File: src/inc/dimgw_pkg.sv
// Shared constants and types for the display image window controller
`default_nettype none

package dimgw_pkg;

    // Register byte offsets on the AHB-Lite slave
    localparam logic [3:0] DIMGW_ADDR_SIZE1 = 4'h0;
    localparam logic [3:0] DIMGW_ADDR_OFF2 = 4'h4;
    localparam logic [3:0] DIMGW_ADDR_CTRL = 4'h8;
    localparam logic [3:0] DIMGW_ADDR_STAT = 4'hC;

    // Writable bits per register, reserved bits stay zero
    localparam logic [31:0] DIMGW_MASK_SIZE1 = 32'h0FFF0FFF;
    localparam logic [31:0] DIMGW_MASK_OFF2 = 32'h8FFF8FFF;
    localparam logic [31:0] DIMGW_MASK_CTRL = 32'h00000003;

    // Reset values
    localparam logic [31:0] DIMGW_RST_SIZE1 = 32'h00000000;
    localparam logic [31:0] DIMGW_RST_OFF2 = 32'h00000000;
    localparam logic [1:0] DIMGW_RST_MODE = 2'h0;

    // Field positions in size and offset registers
    localparam int DIMGW_VFLD_LSB = 16;
    localparam int DIMGW_VFLD_MSB = 27;
    localparam int DIMGW_HFLD_LSB = 0;
    localparam int DIMGW_HFLD_MSB = 11;
    localparam int DIMGW_NV_BIT = 31;
    localparam int DIMGW_NH_BIT = 15;

    // Status register field positions
    localparam int DIMGW_STAT_HON_BIT = 31;
    localparam int DIMGW_STAT_VON_BIT = 30;
    localparam int DIMGW_STAT_FLD_BIT = 29;

    // Counter start values
    localparam logic [11:0] DIMGW_LINE_START = 12'h001;
    localparam logic [11:0] DIMGW_PIX_START = 12'h000;

    // Output modes
    typedef enum logic [1:0] {
        DIMGW_MODE_BT656 = 2'b00,
        DIMGW_MODE_YC = 2'b01,
        DIMGW_MODE_RAW = 2'b10
    } dimgw_mode_t;

    // Frame timing from the display timing generator
    typedef struct packed {
        logic [11:0] frame_line_counter;
        logic [11:0] frame_pixel_counter;
        logic field2;
        logic [11:0] field1_first_line;
        logic [11:0] field1_first_pixel;
        logic [11:0] field2_vblank_end_line;
        logic [11:0] frame_width_pixels;
        logic [11:0] field2_image_width;
        logic [11:0] field2_image_height;
    } dimgw_timing_t;

    // State of one span counter
    typedef struct packed {
        logic [11:0] count;
        logic on;
    } dimgw_span_t;

    // State of the top-level controller
    typedef struct packed {
        logic ap_valid;
        logic ap_write;
        logic [3:0] ap_addr;
        logic [31:0] hrdata;
        logic [31:0] field1_image_size;
        logic [31:0] field2_image_offset;
        logic [1:0] mode;
        logic field2_q;
        logic [9:0] pixel;
        logic image;
    } dimgw_state_t;

endpackage

`default_nettype wire

File: src/hdl/dimgw_ctrl.sv
// Display image window controller with AHB-Lite register slave
//
// Contract
// - Field 1 pixels stop at programmed width
// - Blank remainder of line after image
// - Field 1 lines stop at programmed height
// - Blank remaining active lines of field
// - Field 1 width even except raw
// - Field 2 line counter loads at offset
// - Negative vertical offset subtracts from blank end
// - Field 2 image begins at counter one
// - Pixel counter cleared at image start
// - Field 2 pixels start at horizontal offset
// - Negative horizontal start is width minus offset
// - Blank pixels before horizontal offset
// - Field 2 horizontal offset even except raw
// - Negative vertical bit ignored in raw
// - Negative horizontal bit ignored in raw
// - Reserved bits read zero, ignore writes
`timescale 1ns/100ps
`default_nettype none

module dimgw_ctrl
    import dimgw_pkg::*;
(
    // Clock and reset
    input wire logic mclk_in,
    input wire logic sys_rst_in,
    // AHB-Lite slave
    input wire logic hsel_in,
    input wire logic [31:0] haddr_in,
    input wire logic [1:0] htrans_in,
    input wire logic hwrite_in,
    input wire logic [2:0] hsize_in,
    input wire logic [31:0] hwdata_in,
    input wire logic hready_in,
    output logic [31:0] hrdata_out,
    output logic hreadyout_out,
    output logic hresp_out,
    // Frame timing, same clock domain
    input wire dimgw_timing_t timing_in,
    // Pixel stream
    input wire logic [9:0] fifo_data_in,
    input wire logic [9:0] blank_data_in,
    output logic fifo_rd_out,
    output logic [9:0] pixel_out,
    output logic image_out
);

    dimgw_state_t s;
    dimgw_state_t next_s;

    // Decoded settings
    logic mode_raw;
    logic [11:0] width1;
    logic [11:0] height1;
    logic [11:0] hoff2;
    logic [11:0] voff2;
    logic neg_v;
    logic neg_h;

    // Window control terms
    logic line_start;
    logic field_change;
    logic [11:0] v2_line;
    logic [11:0] v_load_line;
    logic v_load;
    logic v_step;
    logic [11:0] v_limit;
    logic [11:0] h_start_px;
    logic h_start;
    logic [11:0] h_limit;

    // Counter outputs
    logic [11:0] image_line_counter;
    logic [11:0] image_pixel_counter;
    logic line_on;
    logic line_on_next;
    logic pix_on;

    // Bus decode
    logic ap_take;
    logic [31:0] read_word;

    // Settings after mode-dependent forcing
    always_comb
    begin
        mode_raw = (s.mode == DIMGW_MODE_RAW);
        width1 = s.field1_image_size[DIMGW_HFLD_MSB:DIMGW_HFLD_LSB];
        if (!mode_raw)
        begin
            width1[0] = 1'b0;
        end
        height1 = s.field1_image_size[DIMGW_VFLD_MSB:DIMGW_VFLD_LSB];
        hoff2 = s.field2_image_offset[DIMGW_HFLD_MSB:DIMGW_HFLD_LSB];
        if (!mode_raw)
        begin
            hoff2[0] = 1'b0;
        end
        voff2 = s.field2_image_offset[DIMGW_VFLD_MSB:DIMGW_VFLD_LSB];
        neg_v = s.field2_image_offset[DIMGW_NV_BIT] & ~mode_raw;
        neg_h = s.field2_image_offset[DIMGW_NH_BIT] & ~mode_raw;
    end

    // Vertical window: line counter load, step and limit per field
    always_comb
    begin
        line_start = (timing_in.frame_pixel_counter == 12'h000);
        field_change = (timing_in.field2 != s.field2_q);
        // Offset assumed not above blank end when negative
        if (neg_v)
        begin
            v2_line = timing_in.field2_vblank_end_line - voff2;
        end
        else
        begin
            v2_line = timing_in.field2_vblank_end_line + voff2;
        end
        if (timing_in.field2)
        begin
            v_load_line = v2_line;
            v_limit = timing_in.field2_image_height;
        end
        else
        begin
            v_load_line = timing_in.field1_first_line;
            v_limit = height1;
        end
        v_load = line_start && (timing_in.frame_line_counter == v_load_line);
        v_step = line_start && !v_load;
    end

    // Horizontal window: start pixel and width per field
    always_comb
    begin
        if (timing_in.field2)
        begin
            if (neg_h)
            begin
                h_start_px = timing_in.frame_width_pixels - hoff2;
            end
            else
            begin
                h_start_px = hoff2;
            end
            h_limit = timing_in.field2_image_width;
        end
        else
        begin
            h_start_px = timing_in.field1_first_pixel;
            h_limit = width1;
        end
        // Only lines inside the vertical window start an image span
        h_start = line_on_next && (timing_in.frame_pixel_counter == h_start_px);
    end

    // Image line counter, loaded with one on the first image line
    dimgw_span #(
        .START_VAL(DIMGW_LINE_START),
        .STOP_AHEAD(1'b0)
    ) u_line (
        .mclk_in(mclk_in),
        .sys_rst_in(sys_rst_in),
        .start_in(v_load),
        .step_in(v_step),
        .clear_in(field_change),
        .limit_in(v_limit),
        .count_out(image_line_counter),
        .on_out(line_on),
        .on_next_out(line_on_next)
    );

    // Image pixel counter, cleared at each image span start
    dimgw_span #(
        .START_VAL(DIMGW_PIX_START),
        .STOP_AHEAD(1'b1)
    ) u_pixel (
        .mclk_in(mclk_in),
        .sys_rst_in(sys_rst_in),
        .start_in(h_start),
        .step_in(pix_on),
        .clear_in(line_start),
        .limit_in(h_limit),
        .count_out(image_pixel_counter),
        .on_out(pix_on),
        .on_next_out()
    );

    // Register read multiplexer over the updated values
    function automatic logic [31:0] dimgw_read(
        input dimgw_state_t st,
        input logic [3:0] addr,
        input logic [11:0] lcnt,
        input logic [11:0] pcnt,
        input logic hon,
        input logic von
    );
        logic [31:0] w;
        w = 32'h00000000;
        case (addr)
            DIMGW_ADDR_SIZE1: w = st.field1_image_size & DIMGW_MASK_SIZE1;
            DIMGW_ADDR_OFF2: w = st.field2_image_offset & DIMGW_MASK_OFF2;
            DIMGW_ADDR_CTRL: w = {30'h00000000, st.mode};
            DIMGW_ADDR_STAT:
            begin
                w[DIMGW_VFLD_MSB:DIMGW_VFLD_LSB] = lcnt;
                w[DIMGW_HFLD_MSB:DIMGW_HFLD_LSB] = pcnt;
                w[DIMGW_STAT_HON_BIT] = hon;
                w[DIMGW_STAT_VON_BIT] = von;
                w[DIMGW_STAT_FLD_BIT] = st.field2_q;
            end
            default: w = 32'h00000000;
        endcase
        return w;
    endfunction

    // Next state: bus slave, registers and pixel output
    always_comb
    begin
        next_s = s;
        read_word = 32'h00000000;
        ap_take = hsel_in && htrans_in[1] && hready_in;

        // Data phase of a write: store writable bits only
        if (s.ap_valid && s.ap_write)
        begin
            case (s.ap_addr)
                DIMGW_ADDR_SIZE1:
                begin
                    next_s.field1_image_size = hwdata_in & DIMGW_MASK_SIZE1;
                end
                DIMGW_ADDR_OFF2:
                begin
                    next_s.field2_image_offset = hwdata_in & DIMGW_MASK_OFF2;
                end
                DIMGW_ADDR_CTRL:
                begin
                    next_s.mode = hwdata_in[1:0];
                end
                default:
                begin
                    next_s.mode = s.mode; // Unmapped writes are dropped
                end
            endcase
        end

        // Address phase: capture and prepare read data
        next_s.ap_valid = ap_take;
        if (ap_take)
        begin
            next_s.ap_write = hwrite_in;
            next_s.ap_addr = (haddr_in[31:4] == 28'h0000000) ? haddr_in[3:0] : 4'h3;
            if (!hwrite_in)
            begin
                read_word = dimgw_read(next_s, next_s.ap_addr, image_line_counter,
                    image_pixel_counter, pix_on, line_on);
                next_s.hrdata = read_word;
            end
        end

        // Field tracking for the counter clear
        next_s.field2_q = timing_in.field2;

        // Image pixels inside the window, blanking elsewhere
        if (pix_on)
        begin
            next_s.pixel = fifo_data_in;
            next_s.image = 1'b1;
        end
        else
        begin
            next_s.pixel = blank_data_in;
            next_s.image = 1'b0;
        end
    end

    // State register
    always_ff @(posedge mclk_in or posedge sys_rst_in)
    begin
        if (sys_rst_in)
        begin
            s.ap_valid <= 1'b0;
            s.ap_write <= 1'b0;
            s.ap_addr <= 4'h0;
            s.hrdata <= 32'h00000000;
            s.field1_image_size <= DIMGW_RST_SIZE1;
            s.field2_image_offset <= DIMGW_RST_OFF2;
            s.mode <= DIMGW_RST_MODE;
            s.field2_q <= 1'b0;
            s.pixel <= 10'h000;
            s.image <= 1'b0;
        end
        else
        begin
            s <= next_s;
        end
    end

    // Bus outputs: zero wait, always OKAY
    assign hrdata_out = s.hrdata;
    assign hreadyout_out = 1'b1;
    assign hresp_out = 1'b0;

    // Stream outputs
    assign fifo_rd_out = pix_on; // One FIFO word per image pixel
    assign pixel_out = s.pixel;
    assign image_out = s.image;

endmodule

`default_nettype wire

File: src/hdl/dimgw_span.sv
// Span counter: starts, steps and stops at a programmed limit
`timescale 1ns/100ps
`default_nettype none

module dimgw_span
    import dimgw_pkg::*;
#(
    parameter logic [11:0] START_VAL = 12'h000,
    parameter bit STOP_AHEAD = 1'b0
)
(
    // Clock and reset
    input wire logic mclk_in,
    input wire logic sys_rst_in,
    // Control
    input wire logic start_in,
    input wire logic step_in,
    input wire logic clear_in,
    input wire logic [11:0] limit_in,
    // Counter state
    output logic [11:0] count_out,
    output logic on_out,
    output logic on_next_out
);

    dimgw_span_t s;
    dimgw_span_t next_s;
    logic stop_hit;
    logic [11:0] count_inc;

    // Next state: start wins over clear, clear over step
    always_comb
    begin
        next_s = s;
        count_inc = s.count + 12'h001;
        stop_hit = STOP_AHEAD ? (count_inc == limit_in) : (s.count == limit_in);
        if (start_in)
        begin
            next_s.count = START_VAL;
            next_s.on = (limit_in != 12'h000);
        end
        else if (clear_in)
        begin
            next_s.on = 1'b0;
        end
        else if (step_in && s.on)
        begin
            // Stop once the counter meets the limit
            next_s.on = ~stop_hit;
            if (STOP_AHEAD || !stop_hit)
            begin
                next_s.count = count_inc;
            end
        end
    end

    // State register
    always_ff @(posedge mclk_in or posedge sys_rst_in)
    begin
        if (sys_rst_in)
        begin
            s <= '0;
        end
        else
        begin
            s <= next_s;
        end
    end

    // Outputs
    assign count_out = s.count;
    assign on_out = s.on;
    assign on_next_out = next_s.on; // Combinational look-ahead

endmodule

`default_nettype wire

File: config.mk
export PLATFORM = sky130hd
export DESIGN_NAME = dimgw_ctrl
export DESIGN_NICKNAME = d
export VERILOG_FILES = /design/src/inc/dimgw_pkg.sv /design/src/hdl/dimgw_ctrl.sv /design/src/hdl/dimgw_span.sv
export SDC_FILE = /design/constraint.sdc
export NUM_CORES = 1
export LEC_CHECK = 0
export ABC_AREA = 1
export BUFFER_PORTS_ARGS = -buffer_cell sky130_fd_sc_hd__buf_2
export CORE_MARGIN = 2
export CORE_UTILIZATION = 59
export DETAILED_ROUTE_END_ITERATION = 10
export PLACE_DENSITY = 0.87
export SLEW_MARGIN = 20
export SYNTH_ARGS = -nofsm -noshare
export SYNTH_HDL_FRONTEND = slang
export SYNTH_SLANG_ARGS = --single-unit
File: constraint.sdc
create_clock -name mclk_in -period 6.4 [get_ports mclk_in]
set_input_delay 0.96 -clock mclk_in [delete_from_list [all_inputs] [get_ports mclk_in]]
set_output_delay 0.96 -clock mclk_in [all_outputs]
set_load 0.01 [all_outputs]
Word-level counts from Yosys, hierarchy flattened. Index checks and enable logic that the tools add are counted.

Flip-flop bits (word level): 127. Input bits: 191. Output and inout bits: 46.

Add/subtract/negate cells: 5. Equal/unequal tests: 14. Mux-type cells: 27. Bitwise operators: 6. Reduce and logical (&&, ||, !) cells: 19.

Operators by type and width (count): $mux 12 (9); $mux 62 (1); $mux 13 (4); $eq 12x12->1 (4); $pmux 12 s4 (1); $pmux 12 s3 (1); $mux 32 (1); $logic_not 28->1 (1); $mux 28 (1); $add 12x1->12 const B (2); $reduce_bool 12->1 (2); $sub 12x12->12 (2); $add 12x12->12 (1); $eq 4x4->1 const B (3); $logic_not 12->1 (1); $mux 11 (1); $eq 4x3->1 const B (2); $logic_not 4->1 (2); $mux 4 (2); $logic_and 1x1->1 (7); $ne 2x1->1 const B (3); $pmux 3 s2 (1); $mux 1 (4); $not 1->1 (4); 8 further kinds (11).

Longest topological paths before layout. Gate-level depths: netlist of the first run.

Depth in word-level cells: 16. Mapped depth: 30.

Modules after synthesis. A second synthesis of the first run with hierarchy kept.

Cell total of the unflattened synthesis: 1521. Area total of the unflattened synthesis: 9689.3 µm².

Modules (own cells, without submodules): dimgw_ctrl (times used 1, cells an instance 1175, area each 7467.2 µm², sequential area each 2452.4 µm²); dimgw_span (u_line) (times used 1, cells an instance 180, area each 1178.6 µm², sequential area each 325.3 µm²); dimgw_span (u_pixel) (times used 1, cells an instance 166, area each 1043.5 µm², sequential area each 325.3 µm²).

Worst setup path after synthesis of the first run. No wires, ideal clock.

Kind: input to register. Start: input timing_in[36] in the netlist's numbering. End: register u_pixel.s, in the netlist u_pixel.count_out[0]. Data arrival time: 3051 ps. Slack: 3237 ps. Cell stages on the path: 22. Buffers on the path: 1. Path through: inv_1 ha_1 fa_1 inv_1 nand3_1 nand2_1 nand2_1 nand3_1 nand3_1 nand2_1 nand2_1 nand2_1 nand3_2 nor2_4 nand2_4 nor2_8 nand2_2 nand2_4 nand3_4 buf_6 nand2_2 inv_2.

Longest elaborated chain between the ends: 14. Elaborated cells on any way between the ends: 17. Those cells by class: 2 x add/sub; 2 x eq/ne; 6 x mux; 7 x reduce/logical.

RTL lines: start: declaration (RTL line dimgw_ctrl.sv:41) `input wire dimgw_timing_t timing_in,`; $add 12x12->12 or $sub 12x12->12 (tied branches) (RTL line dimgw_ctrl.sv:117, dimgw_ctrl.sv:113); $mux 12 * (RTL line dimgw_ctrl.sv:111) `if (neg_v)`; $mux 12 * (RTL line dimgw_ctrl.sv:119) `if (timing_in.field2)`; $eq 12x12->1 * (RTL line dimgw_ctrl.sv:129) `v_load = line_start && (timing_in.frame_line_counter == v_load_line);`; $logic_and 1x1->1 * (RTL line dimgw_ctrl.sv:129); $logic_not 1->1 (RTL line dimgw_ctrl.sv:130) `v_step = line_start && !v_load;`; $logic_and 1x1->1 (RTL line dimgw_ctrl.sv:130); $logic_and 1x1->1 (RTL line dimgw_span.sv:46) `else if (step_in && s.on)`; $mux 13 (RTL line dimgw_span.sv:46); $mux 1 (RTL line dimgw_span.sv:42) `else if (clear_in)`; $mux 13 * (RTL line dimgw_span.sv:37) `if (start_in)`; named net line_on_next (RTL line dimgw_ctrl.sv:78) `logic line_on_next;`; $logic_and 1x1->1 * (RTL line dimgw_ctrl.sv:154) `h_start = line_on_next && (timing_in.frame_pixel_counter == h_start_px);`; $ne 2x1->1 (no line) or $reduce_bool 2->1 (tied branches); $reduce_and 2->1 (no line); end signal: assignment (RTL line dimgw_span.sv:66) `s <= next_s;`; end: declaration (RTL line dimgw_span.sv:26) `dimgw_span_t s;`.

The timed path passes the listed nets; every way through them passes the cells marked *. The select of a mux whose other input is x is not followed. A chain may end at the register's enable or synchronous reset.

Worst setup path after layout of the first run.
Start: register s[12] in the netlist's numbering. End: register u_pixel.s, in the netlist u_pixel.count_out[11].

Longest elaborated chain between the ends: 16. Elaborated cells on any way between the ends: 24. Those cells by class: 1 x add/sub; 4 x eq/ne; 9 x mux; 3 x bitwise; 7 x reduce/logical.

RTL lines: start: declaration (RTL line dimgw_ctrl.sv:50) `dimgw_state_t s;`; start signal: assignment (RTL line dimgw_ctrl.sv:295) `s <= next_s;`; $eq 2x2->1 * (RTL line dimgw_ctrl.sv:88) `mode_raw = (s.mode == DIMGW_MODE_RAW);`; $not 1->1 * (RTL line dimgw_ctrl.sv:101) `neg_v = s.field2_image_offset[DIMGW_NV_BIT] & ~mode_raw;`; $and 1x1->1 * (RTL line dimgw_ctrl.sv:101); $mux 12 * (RTL line dimgw_ctrl.sv:111); $mux 12 * (RTL line dimgw_ctrl.sv:119); $eq 12x12->1 * (RTL line dimgw_ctrl.sv:129); $logic_and 1x1->1 * (RTL line dimgw_ctrl.sv:129); $logic_not 1->1 (RTL line dimgw_ctrl.sv:130); $logic_and 1x1->1 (RTL line dimgw_ctrl.sv:130); $logic_and 1x1->1 (RTL line dimgw_span.sv:46); $mux 13 (RTL line dimgw_span.sv:46); $mux 1 (RTL line dimgw_span.sv:42); $mux 13 * (RTL line dimgw_span.sv:37); named net line_on_next (RTL line dimgw_ctrl.sv:78); $logic_and 1x1->1 * (RTL line dimgw_ctrl.sv:154); $ne 2x1->1 (no line) or $reduce_bool 2->1 (tied branches); $reduce_and 2->1 (no line).

Marks and branches as above.

==> impl_metrics.env, run 1 <==
export IMPL_whs_ns=0.4765
export IMPL_grt_pass1_wl_um=39880
export IMPL_grt_antenna_before_repair=0
export IMPL_yosys_warnings=0
export IMPL_io_buffer_count=220
export IMPL_crit_path_start="s[12]"
export IMPL_max_cap_violations=0
export IMPL_period_needed_ns=3.738
export IMPL_num_vias=9377
export IMPL_hpwl_um=19040
export IMPL_synth_yosys_seq_area_share_pct=32.62
export IMPL_cts_tree="done"
export IMPL_crit_required_ns=6.71
export IMPL_die_w_um=131.0
export IMPL_grt_overflow=0
export IMPL_grt_usage_pct=29.52
export IMPL_hp_start="hrdata_out[11]"
export IMPL_r2r_start="s[12]"
export IMPL_hold_class="flip-flop to flip-flop"
export IMPL_diodes=0
export IMPL_finalSetupTns_ns=0
export IMPL_stdcell_area_um2=11020
export IMPL_seq_area_um2=3103
export IMPL_drt_iter0_markers=738
export IMPL_hold_viol_final=0
export IMPL_setup_viol=0
export IMPL_max_vdd_ir_drop_mv=0.2182
export IMPL_worst_slack_ns=2.662
export IMPL_dieArea_um2=17150
export IMPL_max_freq_ghz=0.2675
export IMPL_synth_area_leaders="dfrtp_1, nand2_1, inv_1"
export IMPL_synth_top_area_cell="dfrtp_1"
export IMPL_place_ws_ns=2.706
export IMPL_cts_buffer_depth=2
export IMPL_via_per_inst=5.298
export IMPL_route_detailed_drc=0
export IMPL_syn_to_final_growth_pct=15.89
export IMPL_clock_root_buffer="clkbuf_16"
export IMPL_regToRegSetupSlack_ns=2.66
export IMPL_postCtsSetupRepairBufs=0
export IMPL_synth_ff_type="dfrtp_1"
export IMPL_synth_edf_count=0
export IMPL_postCtsHoldBufs=0
export IMPL_p_leak_nw=6.318
export IMPL_wire_per_inst_um=14.13
export IMPL_tightest_slew_ns=1.078
export IMPL_place_area_um2=10380
export IMPL_grt_pass1_vias=8547
export IMPL_skew_ns=0.007146
export IMPL_firstDrtPassIters=5
export IMPL_rsz0062_at_grt="no"
export IMPL_synth_mux_area_share_pct=1.579
export IMPL_die_h_um=131.0
export IMPL_clkSlewWorstSetupHoldPaths_ns=0.06
export IMPL_ys_ff_latch=124
export IMPL_cp_arrival_ns=4.05
export IMPL_synthSimpleGateAreaFrac_pct=32.58
export IMPL_cts_resized=0
export IMPL_place_gp_congestion=0.9410
export IMPL_synth_area_per_cell_um2=6.902
export IMPL_synth_cells=1378
export IMPL_clock_sinks=124
export IMPL_synth_top_family_by_area="simple AND/OR/NAND/NOR gates"
export IMPL_final_cell_mix="nand2_1, buf_2, inv_1"
export IMPL_final_common_cell="nand2_1"
export IMPL_drv_slew=0
export IMPL_rows=46
export IMPL_cts_made_buffers=17
export IMPL_synthXorXnorAreaFrac_pct=4.696
export IMPL_min_period_over_period_pct=58.41
export IMPL_final_nets=1759
export IMPL_synthArstFlopShare_pct=100.0
export IMPL_end_kind="flip-flop"
export IMPL_h_tree_depth=4
export IMPL_synth_cell_types=47
export IMPL_synth_fa_ha_area_share_pct=3.710
export IMPL_initial_core_util_pct=60.09
export IMPL_antenna_left=0
export IMPL_power_density_nw_per_um2=251.2
export IMPL_drive_gt1_share_pct=21.04
export IMPL_coreArea_um2=15830
export IMPL_cp_max_fo=12
export IMPL_status="finished clean"
export IMPL_final_fill_count=1310
export IMPL_synth_top_cell_area_share_pct=32.62
export IMPL_synth_compound_area_share_pct=10.85
export IMPL_slew_headroom_pct=27.89
export IMPL_critical_path_class="flip-flop to flip-flop"
export IMPL_clk_latency_ns=0.42
export IMPL_netlist_area_um2=9512
export IMPL_multi_input_area_um2=5115
export IMPL_grt_max_degree=73
export IMPL_startpoint_type="flip-flop"
export IMPL_ios=237
export IMPL_finalWirelength_um=25020
-- power breakdown --
part | internal [mW] | total (mW) | switching, mW
clock network | 0.659 | 1.04 | 0.377
registers | 0.923 | 1.01 | 0.0905
logic | 0.276 | 0.718 | 0.442
-- critical path: stages, from the launching register on --
cell	delay, ns
dfrtp_1	0.38
inv_1	0.07
nand2_1	0.12
nand2_1	0.30
inv_1	0.16
nor2_1	0.16
xor2_1	0.18
ha_1	0.35
a21oi_4	0.20
nand2_2	0.10
nand2_2	0.09
nand2_1	0.08
nand2_1	0.07
nand3_1	0.06
nand3_1	0.09
nand2_1	0.08
nor2_1	0.09
nand2_1	0.10
nor2_4	0.11
nand2_4	0.10
nor2_8	0.13
nand2_2	0.08
nand2_4	0.11
nand3_4	0.22
nand2_1	0.14
inv_1	0.05
-- cell families (layout without fill, tap and decap cells) --
| family | Yosys count | count (layout) |
|---|---|---|
| fa+ha+maj | 27 | 27 |
| compound gates | 174 | 174 |
| other cells | 2 | 6 |
| mux | 15 | 15 |
| flops | 124 | 124 |
| simple gates | 697 | 697 |
| xor+xnor | 51 | 51 |
| buf+inv | 288 | 460 |
-- metrics by stage --
stage / power, mW / util [%] / std cells
after floorplan: 1.545 / - / 1382
after global placement: 1.688 / 65.60 / 1738
after detailed placement: 1.720 / 65.60 / 1738
after CTS: 2.770 / 69.64 / 1770
after global routing: 2.924 / 69.64 / 1770
final: 2.769 / 69.64 / 1770
-- metal layers --
layer  wire length, um  track usage [%]  vias up
met4               495            9.449        0
li1                  -                -     4685
met3              1930            4.764       47
met5                 0                0        -
met1             11210            41.25     4235
met2             11380            47.21      410
-- Yosys cell counts, types with 3 or more instances --
cell and instances:
clkbuf_1 20, nand3_2 6, inv_1 185, xnor2_1 9
nand2_2 17, inv_2 16, buf_4 47, nor2_1 65
nand3_1 93, o221ai_1 10, or2_2 16, dfrtp_1 124
nor2_2 5, clkinv_1 4, or2_1 8, o21a_1 27
buf_6 7, nor4_1 16, nand2_1 417, nand4_1 19
o21ai_1 21, mux2i_1 15, nor3_1 17, o22ai_1 13
nand2_4 3, o31ai_1 5, nand3b_1 8, xor2_1 42
ha_1 25, a21oi_1 33, o21ai_0 58, buf_2 8
-- cell type report --
cell class                      instances  area share [%]
Clock inverter                         15           1.941
Clock buffer                           17           3.859
Inverter                              205           7.003
Timing Repair Buffer                  223           10.19
Multi-Input combinational cell        970           46.40
Sequential cell                       124           28.15
Tap cell                              216           2.452
-- flip-flops by register name, summed over array words and instances, names as in the netlist --
name	flops
height1	12
s	36
hrdata_out	28
u_line.on_out	1
u_line.count_out	12
pixel_out	10
image_out	1
u_pixel.on_out	1
u_pixel.count_out	12
hoff2	11
-- worst paths after layout --
| path | to | cells past startpoint |
|---|---|---|
| min in group asynchronous | hrdata_out[1] | 2 |
| min | hrdata_out[11] | 2 |
| max in group asynchronous | s[45] | 3 |
| min reg2reg | hrdata_out[11] | 2 |
| max reg2reg | u_pixel.count_out[11] | 25 |
| max | u_pixel.count_out[11] | 25 |
Power figures use the tool's default switching activity.
==> run 2: changes to the inputs <==
ABC_AREA = 0   (was 1)
CORE_UTILIZATION = 49   (was 59)
PLACE_DENSITY = 0.78   (was 0.87)
clock period = 3.25 ns   (was 6.4 ns; I/O delays follow)
==> impl_metrics.env, run 2 <==
export IMPL_grt_max_degree=53
export IMPL_largest_reg_flops=36
export IMPL_finalWirelength_um=29180
export IMPL_stdcell_area_um2=12030
export IMPL_initial_core_util_pct=49.49
export IMPL_ys_ff_latch=124
export IMPL_synthArstFlopShare_pct=100.0
export IMPL_place_area_um2=10900
export IMPL_status="finished, violations left"
export IMPL_clock_sinks=124
export IMPL_synth_yosys_seq_area_share_pct=33.75
export IMPL_final_common_cell="buf_2"
export IMPL_critical_path_class="flip-flop to flip-flop"
export IMPL_cp_max_fo=7
export IMPL_max_vdd_ir_drop_mv=0.3854
export IMPL_grt_usage_pct=28.43
export IMPL_startpoint_type="flip-flop"
export IMPL_h_tree_depth=4
export IMPL_multi_input_area_um2=5789
export IMPL_num_vias=8894
export IMPL_drive_gt1_share_pct=39.74
export IMPL_whs_ns=0.2387
export IMPL_route_detailed_drc=0
export IMPL_io_buffer_count=220
export IMPL_final_fill_count=1517
export IMPL_clkSlewWorstSetupHoldPaths_ns=0.06
export IMPL_cts_buffer_depth=2
export IMPL_end_kind="flip-flop"
export IMPL_rows=50
export IMPL_hpwl_um=21340
export IMPL_syn_to_final_growth_pct=30.83
export IMPL_grt_antenna_before_repair=1
export IMPL_final_nets=1504
export IMPL_rsz0062_at_grt="yes"
export IMPL_r2r_start="s[31]"
export IMPL_slew_headroom_pct=42.03
export IMPL_coreArea_um2=18580
export IMPL_r2r_end="u_pixel.on_out"
export IMPL_violations="negative setup slack"
export IMPL_via_per_inst=5.809
export IMPL_crit_required_ns=3.59
export IMPL_skew_ns=0.01320
export IMPL_clock_root_buffer="clkbuf_16"
export IMPL_worst_slack_ns=-0.7929
export IMPL_place_gp_congestion=0.9267
export IMPL_postCtsHoldBufs=0
export IMPL_hold_viol_final=0
export IMPL_synth_cell_types=76
export IMPL_hold_class="primary input to asynchronous set/reset pin"
export IMPL_cts_made_buffers=17
export IMPL_wire_per_inst_um=19.06
export IMPL_regToRegSetupSlack_ns=-0.79
export IMPL_regMostFlops="s"
export IMPL_p_leak_nw=5.572
export IMPL_netlist_area_um2=9195
export IMPL_grt_pass1_vias=8576
export IMPL_yosysMostFrequentCell="dfrtp_1"
export IMPL_reg2reg_depth=17
export IMPL_setup_viol=26
export IMPL_synth_top_area_cell="dfrtp_1"
export IMPL_grt_overflow=0
export IMPL_min_period_over_period_pct=124.4
export IMPL_yosys_warnings=0
export IMPL_cp_arrival_ns=4.39
export IMPL_die_h_um=141.0
export IMPL_seq_area_um2=3103
export IMPL_period_needed_ns=4.043
export IMPL_synth_area_per_cell_um2=9.006
export IMPL_max_cap_violations=0
export IMPL_die_w_um=141.0
export IMPL_grt_pass1_wl_um=44840
export IMPL_drv_slew=0
export IMPL_ys_top_cells_by_count="dfrtp_1, nand2_1, mux2_2"
export IMPL_cts_tree="done"
export IMPL_clk_latency_ns=0.42
export IMPL_power_density_nw_per_um2=384.0
export IMPL_dieArea_um2=19880
export IMPL_final_cell_mix="buf_2, dfrtp_1, buf_4"
export IMPL_drt_iter0_markers=676
export IMPL_synth_area_leaders="dfrtp_1, mux2_2, xnor2_1"
export IMPL_tightest_slew_ns=0.8677
export IMPL_synth_top_cell_area_share_pct=33.75
export IMPL_firstDrtPassIters=5
export IMPL_antenna_left=0
export IMPL_max_freq_ghz=0.2473
export IMPL_ios=237
export IMPL_synth_cells=1021
export IMPL_synth_ff_type="dfrtp_1"
export IMPL_synth_edf_count=0
==> run 2: cell types whose count changed in the layout (fill, tap and decap cells not counted), moves of 24 or more <==
| cell | delta |
|---|---|
| o21a_1 | -24 |
| xnor2_1 | +49 |
| inv_1 | -155 |
| buf_4 | +94 |
| nand2b_1 | +45 |
| nand2_1 | -323 |
| mux2_2 | +64 |
| nand3_1 | -64 |
==> run 2: layout make-up <==
class                   instances  share of cell area (%)
diodes                          1                 0.02080
clock buffers                  22                   3.942
clock inverters                 7                  0.9568
inverters                      32                   1.030
multi-input cells             776                   48.12
flip-flops and latches        124                   25.79
well taps                     234                   2.434
repair buffers                335                   17.70
==> run 2: kinds of logic (layout without fill, tap and decap cells) <==
family                     count (synthesis)  in the layout  share of synthesized area, %
other                                      2              7                       0.08167
adders and majority gates                 27             27                         3.837
and+or+nand+nor                          351            351                         19.65
DFF                                      124            124                         33.75
xor gates and xnor gates                  89             89                         8.477
AOI/OAI and AO/OA                        212            212                         16.27
buffers and inverters                    125            396                         7.157
muxes                                     91             91                         10.78
==> run 2: stage by stage <==
stage	setup TNS, ns	instances	setup slack, ns	util [%]	total power, mW
4_1_cts	-15.83	1518	-0.7376	62.64	4.565
3_3_place_gp	-14.77	1481	-0.6545	58.64	2.614
3_5_place_dp	-18.13	1481	-0.7843	58.64	2.627
2_1_floorplan	-11.95	1025	-0.5339	-	2.231
6_report	-17.76	1531	-0.7929	64.75	4.620
5_1_grt	-21.11	1531	-0.9381	64.75	4.795
==> run 2: where the power goes <==
group | total (mW) | switching, mW | internal [mW]
Clock | 1.92 | 0.666 | 1.25
Sequential | 1.63 | 0.0361 | 1.59
Combinational | 1.08 | 0.549 | 0.529
==> run 2: worst max-delay path: stages (launching register included) <==
cell       delay (ns)
dfrtp_1          0.40
inv_2            0.09
ha_4             0.14
nand2b_4         0.05
nand2b_4         0.15
o31ai_4          0.18
xor2_1           0.20
ha_1             0.30
buf_6            0.14
nand4b_1         0.25
o22ai_2          0.24
mux2i_1          0.10
or4_4            0.55
o31a_1           0.34
a2111oi_4        0.38
buf_4            0.18
buf_12           0.11
mux2i_1          0.17
==> run 2: routing by layer <==
metal	share of wire [%]	GRT usage, %	vias up	wire (um)
li1	-	-	4140	-
met1	42	38.13	4289	12330
met2	47	46.21	420	13820
met3	8.1	5.944	45	2362
met4	2.3	9.368	0	675
met5	0	0	-	0
==> run 2: what timing repair did <==
action	4_1_cts	5_1_grt
setup buffers	7	11
pin swaps	8	41
gates cloned	1	2
endpoints found under the setup margin	26	26
gates resized for setup	22	69
==> run 2: worst max-delay path by stage <==
stage / start / endpoint / slack, ns / depth (start not counted)
2_1_floorplan: s[12] / u_pixel.count_out[0] / -0.53 / 17
3_3_place_gp: s[31] / u_pixel.on_out / -0.65 / 18
3_5_place_dp: s[31] / u_pixel.on_out / -0.78 / 15
4_1_cts: s[31] / u_pixel.on_out / -0.74 / 17
5_1_grt: s[31] / u_pixel.on_out / -0.94 / 17
6_report: s[31] / u_pixel.on_out / -0.79 / 17
==> run 3: changes to the inputs <==
CAP_MARGIN = 20   (was default)
CORE_MARGIN = 4   (was 2)
SLEW_MARGIN = 0   (was 20)
==> impl_metrics.env, run 3 (synthesis gave the netlist of run 2 again) <==
export IMPL_status="finished, violations left"
export IMPL_violations="negative setup slack"
export IMPL_cts_buffer_depth=2
export IMPL_grt_max_degree=50
export IMPL_finalWirelength_um=29820
export IMPL_die_h_um=145.0
export IMPL_final_common_cell="buf_2"
export IMPL_tightest_slew_ns=0.8091
export IMPL_io_buffer_count=220
export IMPL_grt_antenna_before_repair=1
export IMPL_skew_ns=0.01226
export IMPL_hold_class="primary input to asynchronous set/reset pin"
export IMPL_crit_top_cell="buf_4"
export IMPL_clock_root_buffer="clkbuf_16"
export IMPL_cp_arrival_ns=4.35
export IMPL_rows=49
export IMPL_clkSlewWorstSetupHoldPaths_ns=0.05
export IMPL_p_clk_share_pct=45.3
export IMPL_route_detailed_drc=0
export IMPL_stdcell_area_um2=12040
export IMPL_grt_usage_pct=27.23
export IMPL_hold_viol_final=0
export IMPL_grt_pass1_vias=9075
export IMPL_dp_cells=1465
export IMPL_rsz0062_at_grt="yes"
export IMPL_postCtsHoldBufs=0
export IMPL_period_needed_ns=4.054
export IMPL_die_w_um=145.0
export IMPL_hpwl_um=21980
export IMPL_end_kind="flip-flop"
export IMPL_power_internal_mw=3.689
export IMPL_antenna_left=0
export IMPL_share_seq_of_total_power_pct=32.6
export IMPL_coreArea_um2=18210
export IMPL_via_per_inst=5.873
export IMPL_setup_viol=26
export IMPL_slew_headroom_pct=45.95
export IMPL_p_leak_nw=5.600
export IMPL_cts_tree="done"
export IMPL_drt_iter0_markers=667
export IMPL_crit_family="simple AND/OR/NAND/NOR gates"
export IMPL_final_nets=1496
export IMPL_initial_core_util_pct=50.50
export IMPL_cts_made_buffers=17
export IMPL_critical_path_class="flip-flop to flip-flop"
export IMPL_cp_max_fo=6
export IMPL_critPathMaxStageDelay_ns=0.55
export IMPL_regMostFlops="s"
export IMPL_grt_overflow=0
export IMPL_whs_ns=0.2260
export IMPL_p_sw_share_pct=25.92
export IMPL_num_vias=8933
export IMPL_worst_slack_ns=-0.8044
export IMPL_max_vdd_ir_drop_mv=0.3758
export IMPL_min_period_over_period_pct=124.7
export IMPL_clock_sinks=124
export IMPL_comb_power_share_pct=22.1
export IMPL_drv_slew=0
export IMPL_power_density_nw_per_um2=413.7
export IMPL_p_switching_mw=1.291
export IMPL_clk_latency_ns=0.41
export IMPL_crit_chain="nor3_2 > buf_4 > and3b_1 > nor2_1 > xnor2_1 > ha_2 > buf_4 > buf_4 > a211oi_2 > a41o_1 > mux2i_1 > or4_4 > o31a_1 > a2111oi_4 > buf_4 > clkbuf_16 > nor2_1"
export IMPL_timing_critical_path_buf_inv=5
export IMPL_place_area_um2=10810
export IMPL_syn_to_final_growth_pct=30.92
export IMPL_startpoint_type="flip-flop"
export IMPL_final_cell_mix="buf_2, dfrtp_1, nand2_1"
export IMPL_wire_per_inst_um=19.60
export IMPL_drive_gt1_share_pct=38.96
export IMPL_firstDrtPassIters=5
export IMPL_max_cap_violations=0
export IMPL_dieArea_um2=21020
export IMPL_final_core_util_pct=66.11
export IMPL_crit_required_ns=3.54
export IMPL_largest_reg_flops=36
export IMPL_cp_slowest_cell="or4_4"
export IMPL_max_freq_ghz=0.2466
export IMPL_ios=237
export IMPL_h_tree_depth=4
export IMPL_place_gp_congestion=0.9750
export IMPL_total_power_mw=4.980
export IMPL_final_cells=1521
export IMPL_grt_pass1_wl_um=47090
-- run 3: cell count changes in the layout (fill, tap and decap cells not counted), sizes merged --
cell / previous run / this run
buf: 333 / 325
bufinv: 3 / 6
clkbuf: 24 / 25
clkinv: 2 / 1
-- run 3: final cells by class --
class,instances,area [um2]
Clock inverter,9,203.9
Clock buffer,23,508.0
Timing Repair Buffer,327,2073
Multi-Input combinational cell,776,5737
Inverter,32,123.9
Sequential cell,124,3103
Tap cell,229,286.5
Fill cell,1394,6171
Antenna cell,1,2.502
-- run 3: what timing repair did --
action                     4_1_cts  5_1_grt
gates resized for setup         43       33
setup endpoints to repair       26       26
setup buffers                   17        3
pin swaps                       37       20
cloned                           3        0
-- run 3: final timing paths --
kind,cells after the start,end,slack [ns],from
worst min-delay path,2,hrdata_out[24],0.23,sys_rst_in
worst min register to register,2,hrdata_out[8],0.47,hrdata_out[8]
worst max-delay path,17,u_pixel.count_out[9],-0.80,s[31]
min in group mclk_in,3,s[114],0.28,hwrite_in
worst max register to register,17,u_pixel.count_out[9],-0.80,s[31]
max in group asynchronous,3,u_line.on_out,2.34,sys_rst_in
-- run 3: per-stage QoR --
stage,TNS (ns),worst slack (ns)
finish,-18.64,-0.8044
global route,-21.81,-0.9186
CTS,-16.80,-0.7809
detailed placement,-21.37,-0.9240
global placement,-16.19,-0.6929
floorplan,-11.95,-0.5339
-- run 3: metal layers --
metal / vias up / wire [um] / GRT usage (%)
met3: 66 / 2738 / 6.891
li1: 4126 / - / -
met5: - / 0 / 0
met1: 4281 / 12110 / 35.35
met4: 0 / 655 / 7.411
met2: 460 / 14310 / 45.61
-- run 3: power groups by stage --
stage	clock network (mW)	registers, mW	logic, mW
after detailed placement	0	1.65	0.966
after CTS	2.27	1.62	1.04
final	2.25	1.62	1.10
after global routing	2.36	1.63	1.19
after global placement	0	1.65	0.943
after floorplan	0	1.64	0.593
